### config.mk
export PLATFORM = sky130hd
export DESIGN_NAME = usi_intr_div
export DESIGN_NICKNAME = d
export VERILOG_FILES = /design/src/usi_baud_gen.v /design/src/usi_intr_div.v /design/src/usi_timeout.v
export VERILOG_INCLUDE_DIRS = /design/src
export SDC_FILE = /design/constraint.sdc
export NUM_CORES = 1
export LEC_CHECK = 0
export BUFFER_PORTS_ARGS = -buffer_cell sky130_fd_sc_hd__buf_2
export CAP_MARGIN = 20
export CORE_ASPECT_RATIO = 1.4
export CORE_MARGIN = 4
export CORE_UTILIZATION = 40
export DETAILED_ROUTE_END_ITERATION = 10
export GPL_ROUTABILITY_DRIVEN = 1
export MAX_ROUTING_LAYER = met4
export PLACE_DENSITY = 0.56
export SYNTH_ARGS = -nofsm -noshare
export SYNTH_HDL_FRONTEND = slang
export SYNTH_SLANG_ARGS = --single-unit
### constraint.sdc
create_clock -name sys_clk -period 2.2 [get_ports sys_clk]
set_input_delay 0.44 -clock sys_clk [delete_from_list [all_inputs] [get_ports sys_clk]]
set_output_delay 0.44 -clock sys_clk [all_outputs]
set_load 0.01 [all_outputs]
### src/usi_regs.vh
`ifndef USI_REGS_VH
`define USI_REGS_VH
// register offsets (low three address bits of the port block)
`define USI_OFS_DATA      3'h0
`define USI_OFS_ENABLE    3'h1
`define USI_OFS_IDENT     3'h2
`define USI_OFS_LINECTL   3'h3
`define USI_OFS_MODEMCTL  3'h4
`define USI_OFS_LINESTAT  3'h5
`define USI_OFS_MODEMSTAT 3'h6
// field positions
`define USI_EN_RXDATA     0
`define USI_EN_THRE       1
`define USI_EN_LINE       2
`define USI_EN_MODEM      3
`define USI_LCR_DIVACC    7
`define USI_MCR_OUT2      3
// identification codes, bits 3..0
`define USI_ID_NONE       4'h1
`define USI_ID_LINE       4'h6
`define USI_ID_RXDATA     4'h4
`define USI_ID_TIMEOUT    4'hC
`define USI_ID_THRE       4'h2
`define USI_ID_MODEM      4'h0
// reset values
`define USI_DIV_RESET     16'h0000
`define USI_EN_RESET      4'h0
// timing
`define USI_OVERSAMPLE    16
`define USI_TIMEOUT_CHARS 4
`define USI_BITS_PER_CHAR 10
`endif

### src/usi_baud_gen.v
`timescale 1ns/1ps
`include "usi_regs.vh"
module usi_baud_gen #(
   parameter WIDTH = 16
) (
   input  wire             sys_clk,
   input  wire             resetn,
   input  wire [WIDTH-1:0] divisor,
   input  wire             reload,
   output reg              tick16
);
   reg [WIDTH-1:0] count;
   always @(posedge sys_clk or negedge resetn) begin
      if (!resetn) begin
         count  <= {WIDTH{1'b0}};
         tick16 <= 1'b0;
      end else if (reload) begin
         // fresh divisor starts at once, no long stale count
         count  <= divisor;
         tick16 <= 1'b0;
      end else if (count <= {{(WIDTH-1){1'b0}}, 1'b1}) begin
         // one pulse per divisor clocks = sixteen per bit
         count  <= divisor;
         tick16 <= (divisor != {WIDTH{1'b0}});
      end else begin
         count  <= count - {{(WIDTH-1){1'b0}}, 1'b1};
         tick16 <= 1'b0;
      end
   end
endmodule

### src/usi_intr_div.v
`timescale 1ns/1ps
`include "usi_regs.vh"
// Notes on behaviour
// - receive data bit 0 is first bit received
// - two divisor bytes form sixteen-bit clock divisor
// - divided clock runs sixteen times baud rate
// - enable bit 3 gates modem status source
// - enable bit 2 gates line status source
// - enable bit 1 gates transmit empty source
// - enable bit 0 gates data, timeout; 7:4 zero
// - all enables clear blocks interrupt; status continues
// - priority: line, data/timeout, transmit empty, modem
// - identification held while being read
// - bits 7,6 read one in fifo mode
// - bit 3 marks timeout in fifo mode only
// - bit 0 low while an enabled interrupt pends
// - line error gives 0110, cleared by status read
// - four idle character times give 1100
// - modem change gives 0000, cleared by status read
// - divisor write reloads baud counter immediately
// - divisor bytes reached only with access bit set
// - intrRequest leaves only while out2 gate set; chipIntr is not gated
module usi_intr_div #(
   parameter DIVW   = 16,
   parameter FIFO_OK = 1'b1
) (
   input  wire       sys_clk,
   input  wire       resetn,
   input  wire [2:0] addr,
   input  wire       rdStrobe,
   input  wire       wrStrobe,
   input  wire [7:0] wrData,
   input  wire       divisor_access_select,
   input  wire       fifoEnable,
   input  wire       out2Gate,
   input  wire [7:0] rxChar,
   input  wire       rxDataReady,
   input  wire       rxPush,
   input  wire       rxBelowTrigger,
   input  wire       lineError,
   input  wire       modemChange,
   input  wire       thrEmpty,
   output reg  [7:0] rdData,
   output reg        baudTick,
   output reg        chipIntr,
   output reg        intrRequest,
   output reg        rxPop,
   output reg        thrWrite
);
   reg  [7:0]      divLow;
   reg  [7:0]      divHigh;
   reg  [3:0]      enable;
   reg             lineFlag;
   reg             modemFlag;
   reg             thrFlag;
   reg  [3:0]      heldId;
   reg             thrPrev;
   reg             divReload;
   reg  [3:0]      next_id;
   wire            tick16;
   wire            tmoExpired;
   wire [DIVW-1:0] divisor;
   wire            rdData0;
   wire            wrData0;
   wire            rdEnable;
   wire            wrEnable;
   wire            rdIdent;
   wire            rdLine;
   wire            rdModem;
   wire            rxAvail;
   wire            tmoPend;

   // decode one offset, with or without the divisor window
   function hit;
      input [2:0] a;
      input [2:0] ofs;
      begin
         hit = (a == ofs);
      end
   endfunction

   assign rdData0  = rdStrobe && hit(addr, `USI_OFS_DATA) && !divisor_access_select;
   assign wrData0  = wrStrobe && hit(addr, `USI_OFS_DATA) && !divisor_access_select;
   assign rdEnable = rdStrobe && hit(addr, `USI_OFS_ENABLE);
   assign wrEnable = wrStrobe && hit(addr, `USI_OFS_ENABLE);
   assign rdIdent  = rdStrobe && hit(addr, `USI_OFS_IDENT);
   assign rdLine   = rdStrobe && hit(addr, `USI_OFS_LINESTAT);
   assign rdModem  = rdStrobe && hit(addr, `USI_OFS_MODEMSTAT);
   assign divisor  = {divHigh, divLow};
   assign rxAvail  = fifoEnable ? !rxBelowTrigger : rxDataReady;
   assign tmoPend  = fifoEnable && tmoExpired;

   usi_baud_gen #(
      .WIDTH (DIVW)
   ) u_baud (
      .sys_clk (sys_clk),
      .resetn  (resetn),
      .divisor (divisor),
      .reload  (divReload),
      .tick16  (tick16)
   );

   usi_timeout #(
      .CW (10)
   ) u_tmo (
      .sys_clk  (sys_clk),
      .resetn   (resetn),
      .tick16   (tick16),
      .active   (fifoEnable && rxDataReady),
      .activity (rxPush || rdData0),
      .expired  (tmoExpired)
   );

   // registers and sticky sources; a new event beats a clear
   always @(posedge sys_clk or negedge resetn) begin
      if (!resetn) begin
         {divHigh, divLow} <= `USI_DIV_RESET;
         enable    <= `USI_EN_RESET;
         lineFlag  <= 1'b0;
         modemFlag <= 1'b0;
         thrFlag   <= 1'b0;
         // holding register starts empty, so no false edge after reset
         thrPrev   <= 1'b1;
         divReload <= 1'b0;
      end else begin
         divReload <= 1'b0;
         if (wrStrobe && divisor_access_select && hit(addr, `USI_OFS_DATA)) begin
            divLow    <= wrData;
            divReload <= 1'b1;
         end
         if (wrStrobe && divisor_access_select && hit(addr, `USI_OFS_ENABLE)) begin
            divHigh   <= wrData;
            divReload <= 1'b1;
         end
         if (wrEnable && !divisor_access_select) begin
            enable <= wrData[3:0];
         end
         // line status keeps latching even with enables off
         lineFlag  <= lineError || (lineFlag && !rdLine);
         modemFlag <= modemChange || (modemFlag && !rdModem);
         // only a fresh empty edge arms, so a serviced flag stays down while empty
         thrPrev <= thrEmpty;
         if (thrEmpty && !thrPrev) begin
            thrFlag <= 1'b1;
         end else if (wrData0 || (rdIdent && heldId == `USI_ID_THRE)) begin
            thrFlag <= 1'b0;
         end
      end
   end

   // priority encoder over enabled sources
   always @* begin
      next_id = `USI_ID_NONE;
      if (enable[`USI_EN_LINE] && lineFlag) begin
         next_id = `USI_ID_LINE;
      end else if (enable[`USI_EN_RXDATA] && rxAvail) begin
         next_id = `USI_ID_RXDATA;
      end else if (enable[`USI_EN_RXDATA] && tmoPend) begin
         next_id = `USI_ID_TIMEOUT;
      end else if (enable[`USI_EN_THRE] && thrFlag) begin
         next_id = `USI_ID_THRE;
      end else if (enable[`USI_EN_MODEM] && modemFlag) begin
         next_id = `USI_ID_MODEM;
      end
   end

   // id freezes while the host reads it, so a late source cannot tear it
   always @(posedge sys_clk or negedge resetn) begin
      if (!resetn) begin
         heldId  <= `USI_ID_NONE;
      end else begin
         if (!rdIdent) begin
            heldId <= next_id;
         end
      end
   end

   // read mux and outputs, all registered
   always @(posedge sys_clk or negedge resetn) begin
      if (!resetn) begin
         rdData      <= 8'h00;
         baudTick    <= 1'b0;
         chipIntr    <= 1'b0;
         intrRequest <= 1'b0;
         rxPop       <= 1'b0;
         thrWrite    <= 1'b0;
      end else begin
         baudTick    <= tick16;
         chipIntr    <= (heldId != `USI_ID_NONE);
         intrRequest <= (heldId != `USI_ID_NONE) && out2Gate;
         rxPop       <= rdData0;
         thrWrite    <= wrData0;
         rdData      <= 8'h00;
         if (rdStrobe) begin
            case (addr)
               `USI_OFS_DATA:
                  rdData <= divisor_access_select ? divLow : rxChar;
               `USI_OFS_ENABLE:
                  rdData <= divisor_access_select ? divHigh : {4'h0, enable};
               `USI_OFS_IDENT:
                  rdData <= {fifoEnable & FIFO_OK, fifoEnable & FIFO_OK, 2'b00,
                             heldId[3] & fifoEnable, heldId[2:0]};
               default:
                  rdData <= 8'h00;
            endcase
         end
      end
   end
endmodule

### src/usi_timeout.v
`timescale 1ns/1ps
`include "usi_regs.vh"
module usi_timeout #(
   parameter CW = 10
) (
   input  wire sys_clk,
   input  wire resetn,
   input  wire tick16,
   input  wire active,
   input  wire activity,
   output reg  expired
);
   localparam [CW-1:0] LIMIT =
      `USI_OVERSAMPLE * `USI_BITS_PER_CHAR * `USI_TIMEOUT_CHARS;
   reg [CW-1:0] count;
   always @(posedge sys_clk or negedge resetn) begin
      if (!resetn) begin
         count   <= {CW{1'b0}};
         expired <= 1'b0;
      end else if (!active || activity) begin
         // any push or pop restarts the wait
         count   <= {CW{1'b0}};
         expired <= 1'b0;
      end else if (tick16 && !expired) begin
         count   <= count + {{(CW-1){1'b0}}, 1'b1};
         expired <= (count == LIMIT - {{(CW-1){1'b0}}, 1'b1});
      end
   end
endmodule
==> Yosys cells after proc, flatten, opt, wreduce, memory -nomap -nowiden <==
Cells that the tools add are included.
{ "totals": {"register_bits": 70, "word_cells": 93, "input_bits": 32, "out_inout_bits": 13} }
{ "op_classes": {"magnitude_cmp": 1, "mux": 22, "eq_ne": 7, "reduce_logical": 41, "bitwise_logic": 1, "add_sub_neg": 2} }
{ "ops": {"columns": ["op", "count"], "rows": [
  ["16-bit 2-to-1 mux", 2],
  ["1-bit logical AND", 25],
  ["8-bit 2-to-1 mux", 3],
  ["8-bit case mux with 3 select lines", 1],
  ["10-bit 2-to-1 mux", 2],
  ["16-bit by 1-bit <= comparator with 1-bit output (second input constant)", 1],
  ["16-bit nonzero test", 1],
  ["16-bit by 1-bit subtractor with 16-bit output (second input constant)", 1],
  ["4-bit 2-to-1 mux", 3],
  ["10-bit by 1-bit adder with 10-bit output (second input constant)", 1],
  ["10-bit equality test (second input constant)", 1],
  ["1-bit 2-to-1 mux", 10],
  ["1-bit zero test", 7],
  ["3-bit equality test (second input constant)", 2],
  ["1-bit logical OR", 5],
  ["4-bit by 2-bit equality test with 1-bit output (second input constant)", 1],
  ["4-bit by 1-bit != test with 1-bit output (second input constant)", 1],
  ["2-bit nonzero test", 2],
  ["3-bit by 1-bit equality test with 1-bit output (second input constant)", 1],
  ["3-bit by 2-bit equality test with 1-bit output (second input constant)", 1],
  ["3-bit zero test", 1],
  ["2-bit 2-to-1 mux", 1],
  ["1-bit bitwise AND", 1]
]} }

==> Depth between registers and ports, before layout <==
{ "depth": {"depth_word": 6, "depth_mapped": 7, "ltp_nobuf": 6} }

==> Cells and area by module <==
Synthesis repeated with hierarchy kept, for this count alone.
{ "unflattened": {"cells_unflattened": 292, "hier_area_um2": 3545.9} }
{ "modules_own_cells": {"columns": ["module", "seq_area_each_um2", "instances", "cells_each", "area_per_inst_um2"], "rows": [
  ["usi_intr_div", 1053.5, 1, 146, 1901.8],
  ["usi_baud_gen", 425.4, 1, 86, 1056.0],
  ["usi_timeout", 275.3, 1, 60, 588.1]
]} }

==> Worst setup path after synthesis <==
OpenSTA, ideal clock, no wires.
{ "synth_path": {"kind": "input-to-reg", "startpoint": "in addr[1]", "endpoint": "reg divLow[0]", "path_stages": 4, "arrival_ps": 1490, "setup_ps": 128, "slack_ps": 582, "path_buffers": 1, "required_time_ps": 2072, "cell_sequence": "or3_1 buf_4 nor2_4 mux2_1"} }
{ "synth_between": {"elab_chain_len": 2} }
{ "synth_rtl": {"columns": ["element", "line_no", "text"], "rows": [
  ["from (decl)", "usi_intr_div.v:29", "input wire [2:0] addr,"],
  ["3-bit zero test", "usi_intr_div.v:78", "hit = (a == ofs);"],
  ["1-bit logical AND", "usi_intr_div.v:127", "if (wrStrobe && divisor_access_select && hit(addr, `USI_OFS_DATA)) begin"],
  ["to (signal assigned)", "usi_intr_div.v:117", "{divHigh, divLow} <= `USI_DIV_RESET;"],
  ["to (signal assigned)", "usi_intr_div.v:128", "divLow <= wrData;"],
  ["to (decl)", "usi_intr_div.v:50", "reg [7:0] divLow;"]
]} }
Every way passes these cells.
A chain may end at the register's enable or synchronous reset.

==> Final worst setup path <==
{ "layout_path": {"startpoint": "reg u_baud.count[0]", "endpoint": "reg u_baud.count[12]"} }
{ "layout_between": {"elab_chain_len": 3, "elab_cells_between_ends": 4, "classes_between": "1 x add/sub; 1 x order compare; 2 x mux"} }
{ "layout_rtl": {"columns": ["element", "line_no", "text"], "rows": [
  ["from (decl)", "usi_baud_gen.v:12", "reg [WIDTH-1:0] count;"],
  ["from (signal assigned)", "usi_baud_gen.v:15", "count <= {WIDTH{1'b0}};"],
  ["from (signal assigned)", "usi_baud_gen.v:19", "count <= divisor;"],
  ["from (signal assigned)", "usi_baud_gen.v:23", "count <= divisor;"],
  ["16-bit by 1-bit subtractor with 16-bit output or 16-bit by 1-bit <= comparator with 1-bit output (tied branches)", "usi_baud_gen.v:26, usi_baud_gen.v:21", null],
  ["16-bit 2-to-1 mux *", "usi_baud_gen.v:21", "end else if (count <= {{(WIDTH-1){1'b0}}, 1'b1}) begin"],
  ["16-bit 2-to-1 mux *", "usi_baud_gen.v:17", "end else if (reload) begin"]
]} }
Every way passes the cells marked *; elsewhere a longest branch is shown, timed or not.

==> run_results.csv <==
group,metric,value,unit
drt,drtIter0Drc,91,
drt,vias,2388,
timing,fmax,571,MHz
timing,slew_headroom,68.1,%
placement,dp_hpwl,5.55,mm
cells_and_area,register_area,1750,um2
timing,timing.setup.tns,0,ns
setup_path,rr_startpoint,"u_baud.count[0]",
worst_hold_path,min-delay-path-class,"primary input to asynchronous set/reset pin",
setup_path,end_kind,"flip-flop",
cts,cts_sinks,70,
die,dieArea,9820,um2
cells_and_area,nFillCells,774,
die,ios,45,
logic_synthesis,syn-cell-area,3310,um2
cts,cts-root-buf,"clkbuf_16",
placement,gp_congestion,0.842,
cells_and_area,nets,389,
die,rows,39,
setup_path,cp_num_buf_inv,2,
cts,path_clk_slew,0.05,ns
placement,dp_worst_setup_slack,0.220,ns
drt,avgViaCountPerCell,5.18,
drt,wl_per_cell,16.1,um
timing,drv_slew,0,
timing,finalCritPeriodShare,79.6,%
setup_path,crit_family,"compound AO/OA/AOI/OAI gates",
logic_synthesis,synth_area_per_cell,11.0,um2
logic_synthesis,ys.flop_type,"dfrtp_1",
grt,grt_max_degree,71,
logic_synthesis,synth_edf_count,0,
cts,clk_latency,0.34,ns
setup_path,path_class,"flip-flop to flip-flop",
drt,ant_nets,0,
grt,antenna_found_initial,0,
timing,setup_slack,0.448,ns
cts,h-tree-depth,3,
drt,drt-total-wl,7.43,mm
setup_path,cp_max_fo,16,
die,core_area,8100,um2
setup_path,reg2regPathDepth,7,
logic_synthesis,yosys_warnings,0,
setup_path,r2r_end,"u_baud.count[12]",
logic_synthesis,syn_inst,302,
setup_path,crit_path_max_incr_delay,0.41,ns
cts,cts_setup_buffers,0,
logic_synthesis,synthArstFlopShare,100,%
timing,finClkSkew,0.00682,ns
die,die_w,84.9,um
setup_path,required,2.42,ns
power,total_power,3.79,mW
logic_synthesis,ys_ff_latch,70,
setup_path,cp_data_arrival_time,1.97,ns
power,power_leakage,1.75,nW
timing,finalSetupViolCount,0,
cells_and_area,final_layout_size_suffix_gt1_share,25.9,%
timing,rsz0062_at_grt,"no",
grt,grt_use_total,17.0,%
logic_synthesis,ys_seq_area_share,53.0,%
grt,grt_pass1_vias,2436,
cts,cts_resized,0,
logic_synthesis,syn-num-nets,337,
logic_synthesis,yosysUniqueCellTypes,47,
drt,drc,0,
die,dieHeight,116,um
cts,hold_buffers,0,
cells_and_area,multi_input_area,1480,um2
cts,cts_buffers,9,
drt,dr.pass1.iters,4,
setup_path,cp_cell_sequence,"inv_1, ha_1, o21bai_1, o31a_1, buf_4, nor2_1, a21oi_2",
placement,portBuffers,44,
setup_path,start_kind,"flip-flop",
cts,clockBufferDepth,2,
power,power_density,966,nW/um2
outcome,outcome,"completed",
setup_path,reg2reg_slack,0.45,ns
power,ir_drop,0.000438,V
cts,cts_tree,"built",
cells_and_area,n_antenna_cell,0,
grt,overflow,0,
setup_path,cpMaxStageDelayCell,"dfrtp_1",
grt,grt_pass1_wl,12.3,mm
flow_run,max-cap-violations,0,
timing,hold_viol_final,0,
cells_and_area,area_growth,18.4,%
timing,period_needed,1.75,ns
die,start_util,40.9,%
timing,worst_pin_slew,0.478,ns
## through the flow
step / utilization, % / instance area [um2] / hold slack (ns) / std cells
6_report: 48.4 / 3920 / 0.125 / 461
5_1_grt: 48.4 / 3920 / 0.169 / 461
4_1_cts: 48.4 / 3920 / 0.140 / 461
3_5_place_dp: 45.1 / 3650 / 0.363 / 445
3_3_place_gp: 45.1 / 3650 / 0.363 / 445
2_1_floorplan: - / 3310 / 0.144 / 302
## Yosys cell counts (all sizes together) (5+ instances only)
library cell  instances  area share (%)
a31oi                 5            0.94
nor3                  8             1.7
mux2i                12             3.6
xor2                 11             2.9
inv                   5            0.57
dfrtp                68              51
nor2                 47             5.6
buf                   8             1.7
nand3                 8             1.2
nor4                  5            0.94
o21ai                 6            0.91
mux2                 21             7.1
xnor2                10             2.6
nand2                25             2.8
a21oi                17             3.7
## layer usage
| layer | up-vias | GRT usage [%] | part of all wire [%] |
|---|---|---|---|
| met5 | - | - | 0 |
| met2 | 46 | 27.9 | 51 |
| met1 | 1156 | 19.5 | 41 |
| met4 | 0 | 9.40 | 3.0 |
| li1 | 1170 | - | - |
| met3 | 16 | 3.63 | 4.2 |
## cells in the final DEF, fill, tap and decap left out, drive strengths merged, types with 2 or more instances in the layout
cell type,count
mux2,21
nor3,8
nor2,47
nand4b,3
mux2i,12
inv,5
nand3,8
o22ai,4
nand2,25
clkinv,2
ha,3
a21o,2
clkbuf,14
and3,4
nor3b,4
xnor2,10
nand3b,4
o21ai,6
dfstp,2
a22o,2
and2,4
a31oi,5
or3,2
o31ai,2
dfrtp,68
xor2,11
a21oi,17
nor4,5
buf,50
## power by group
group          total (mW)  switching, mW  internal, mW
sequential           1.79          0.255          1.54
clock                1.31          0.517         0.791
combinational       0.686          0.333         0.353
total                3.79           1.11          2.68
## logic make-up after synthesis
group	after synthesis	synth area share (%)
fa+ha+maj	3	1.13
buf+inv	14	2.42
compound gates	45	9.64
flops	70	53.0
xor+xnor	21	5.56
simple gates	116	17.5
mux	33	10.8
## area by class of cell
cell class / instances / area share, %
Clock buffer: 14 / 6.48
Sequential cell: 70 / 44.8
Multi-Input combinational cell: 218 / 37.7
Clock inverter: 2 / 0.255
Timing Repair Buffer: 50 / 7.09
Inverter: 5 / 0.479
Tap cell: 102 / 3.26
## worst max-delay path by stage
| stage | startpoint | endpoint | slack, ns | cells after the start |
|---|---|---|---|---|
| after global routing | u_baud.count[6] | u_baud.count[12] | 0.26 | 6 |
| after detailed placement | addr[1] | u_tmo.count[5] | 0.22 | 5 |
| after floorplan | addr[1] | divLow[0] | 0.58 | 4 |
| after global placement | addr[1] | u_tmo.count[4] | 0.25 | 5 |
| after CTS | u_baud.count[6] | u_baud.count[12] | 0.40 | 6 |
| final | u_baud.count[0] | u_baud.count[12] | 0.45 | 7 |
## state kept, by name, indices dropped and copies added (netlist names), 4 cells and up
name,flops
u_baud.count,16
divLow,8
heldId,4
u_tmo.count,10
rdData,8
enable,4
divHigh,8
## worst reg2reg max path: stages (launching register included)
cell and delay (ns):
dfrtp_1 0.41, inv_1 0.09, ha_1 0.26, o21bai_1 0.11
o31a_1 0.34, buf_4 0.21, nor2_1 0.17, a21oi_2 0.05
Note: power is estimated with default switching activity, not from simulation.
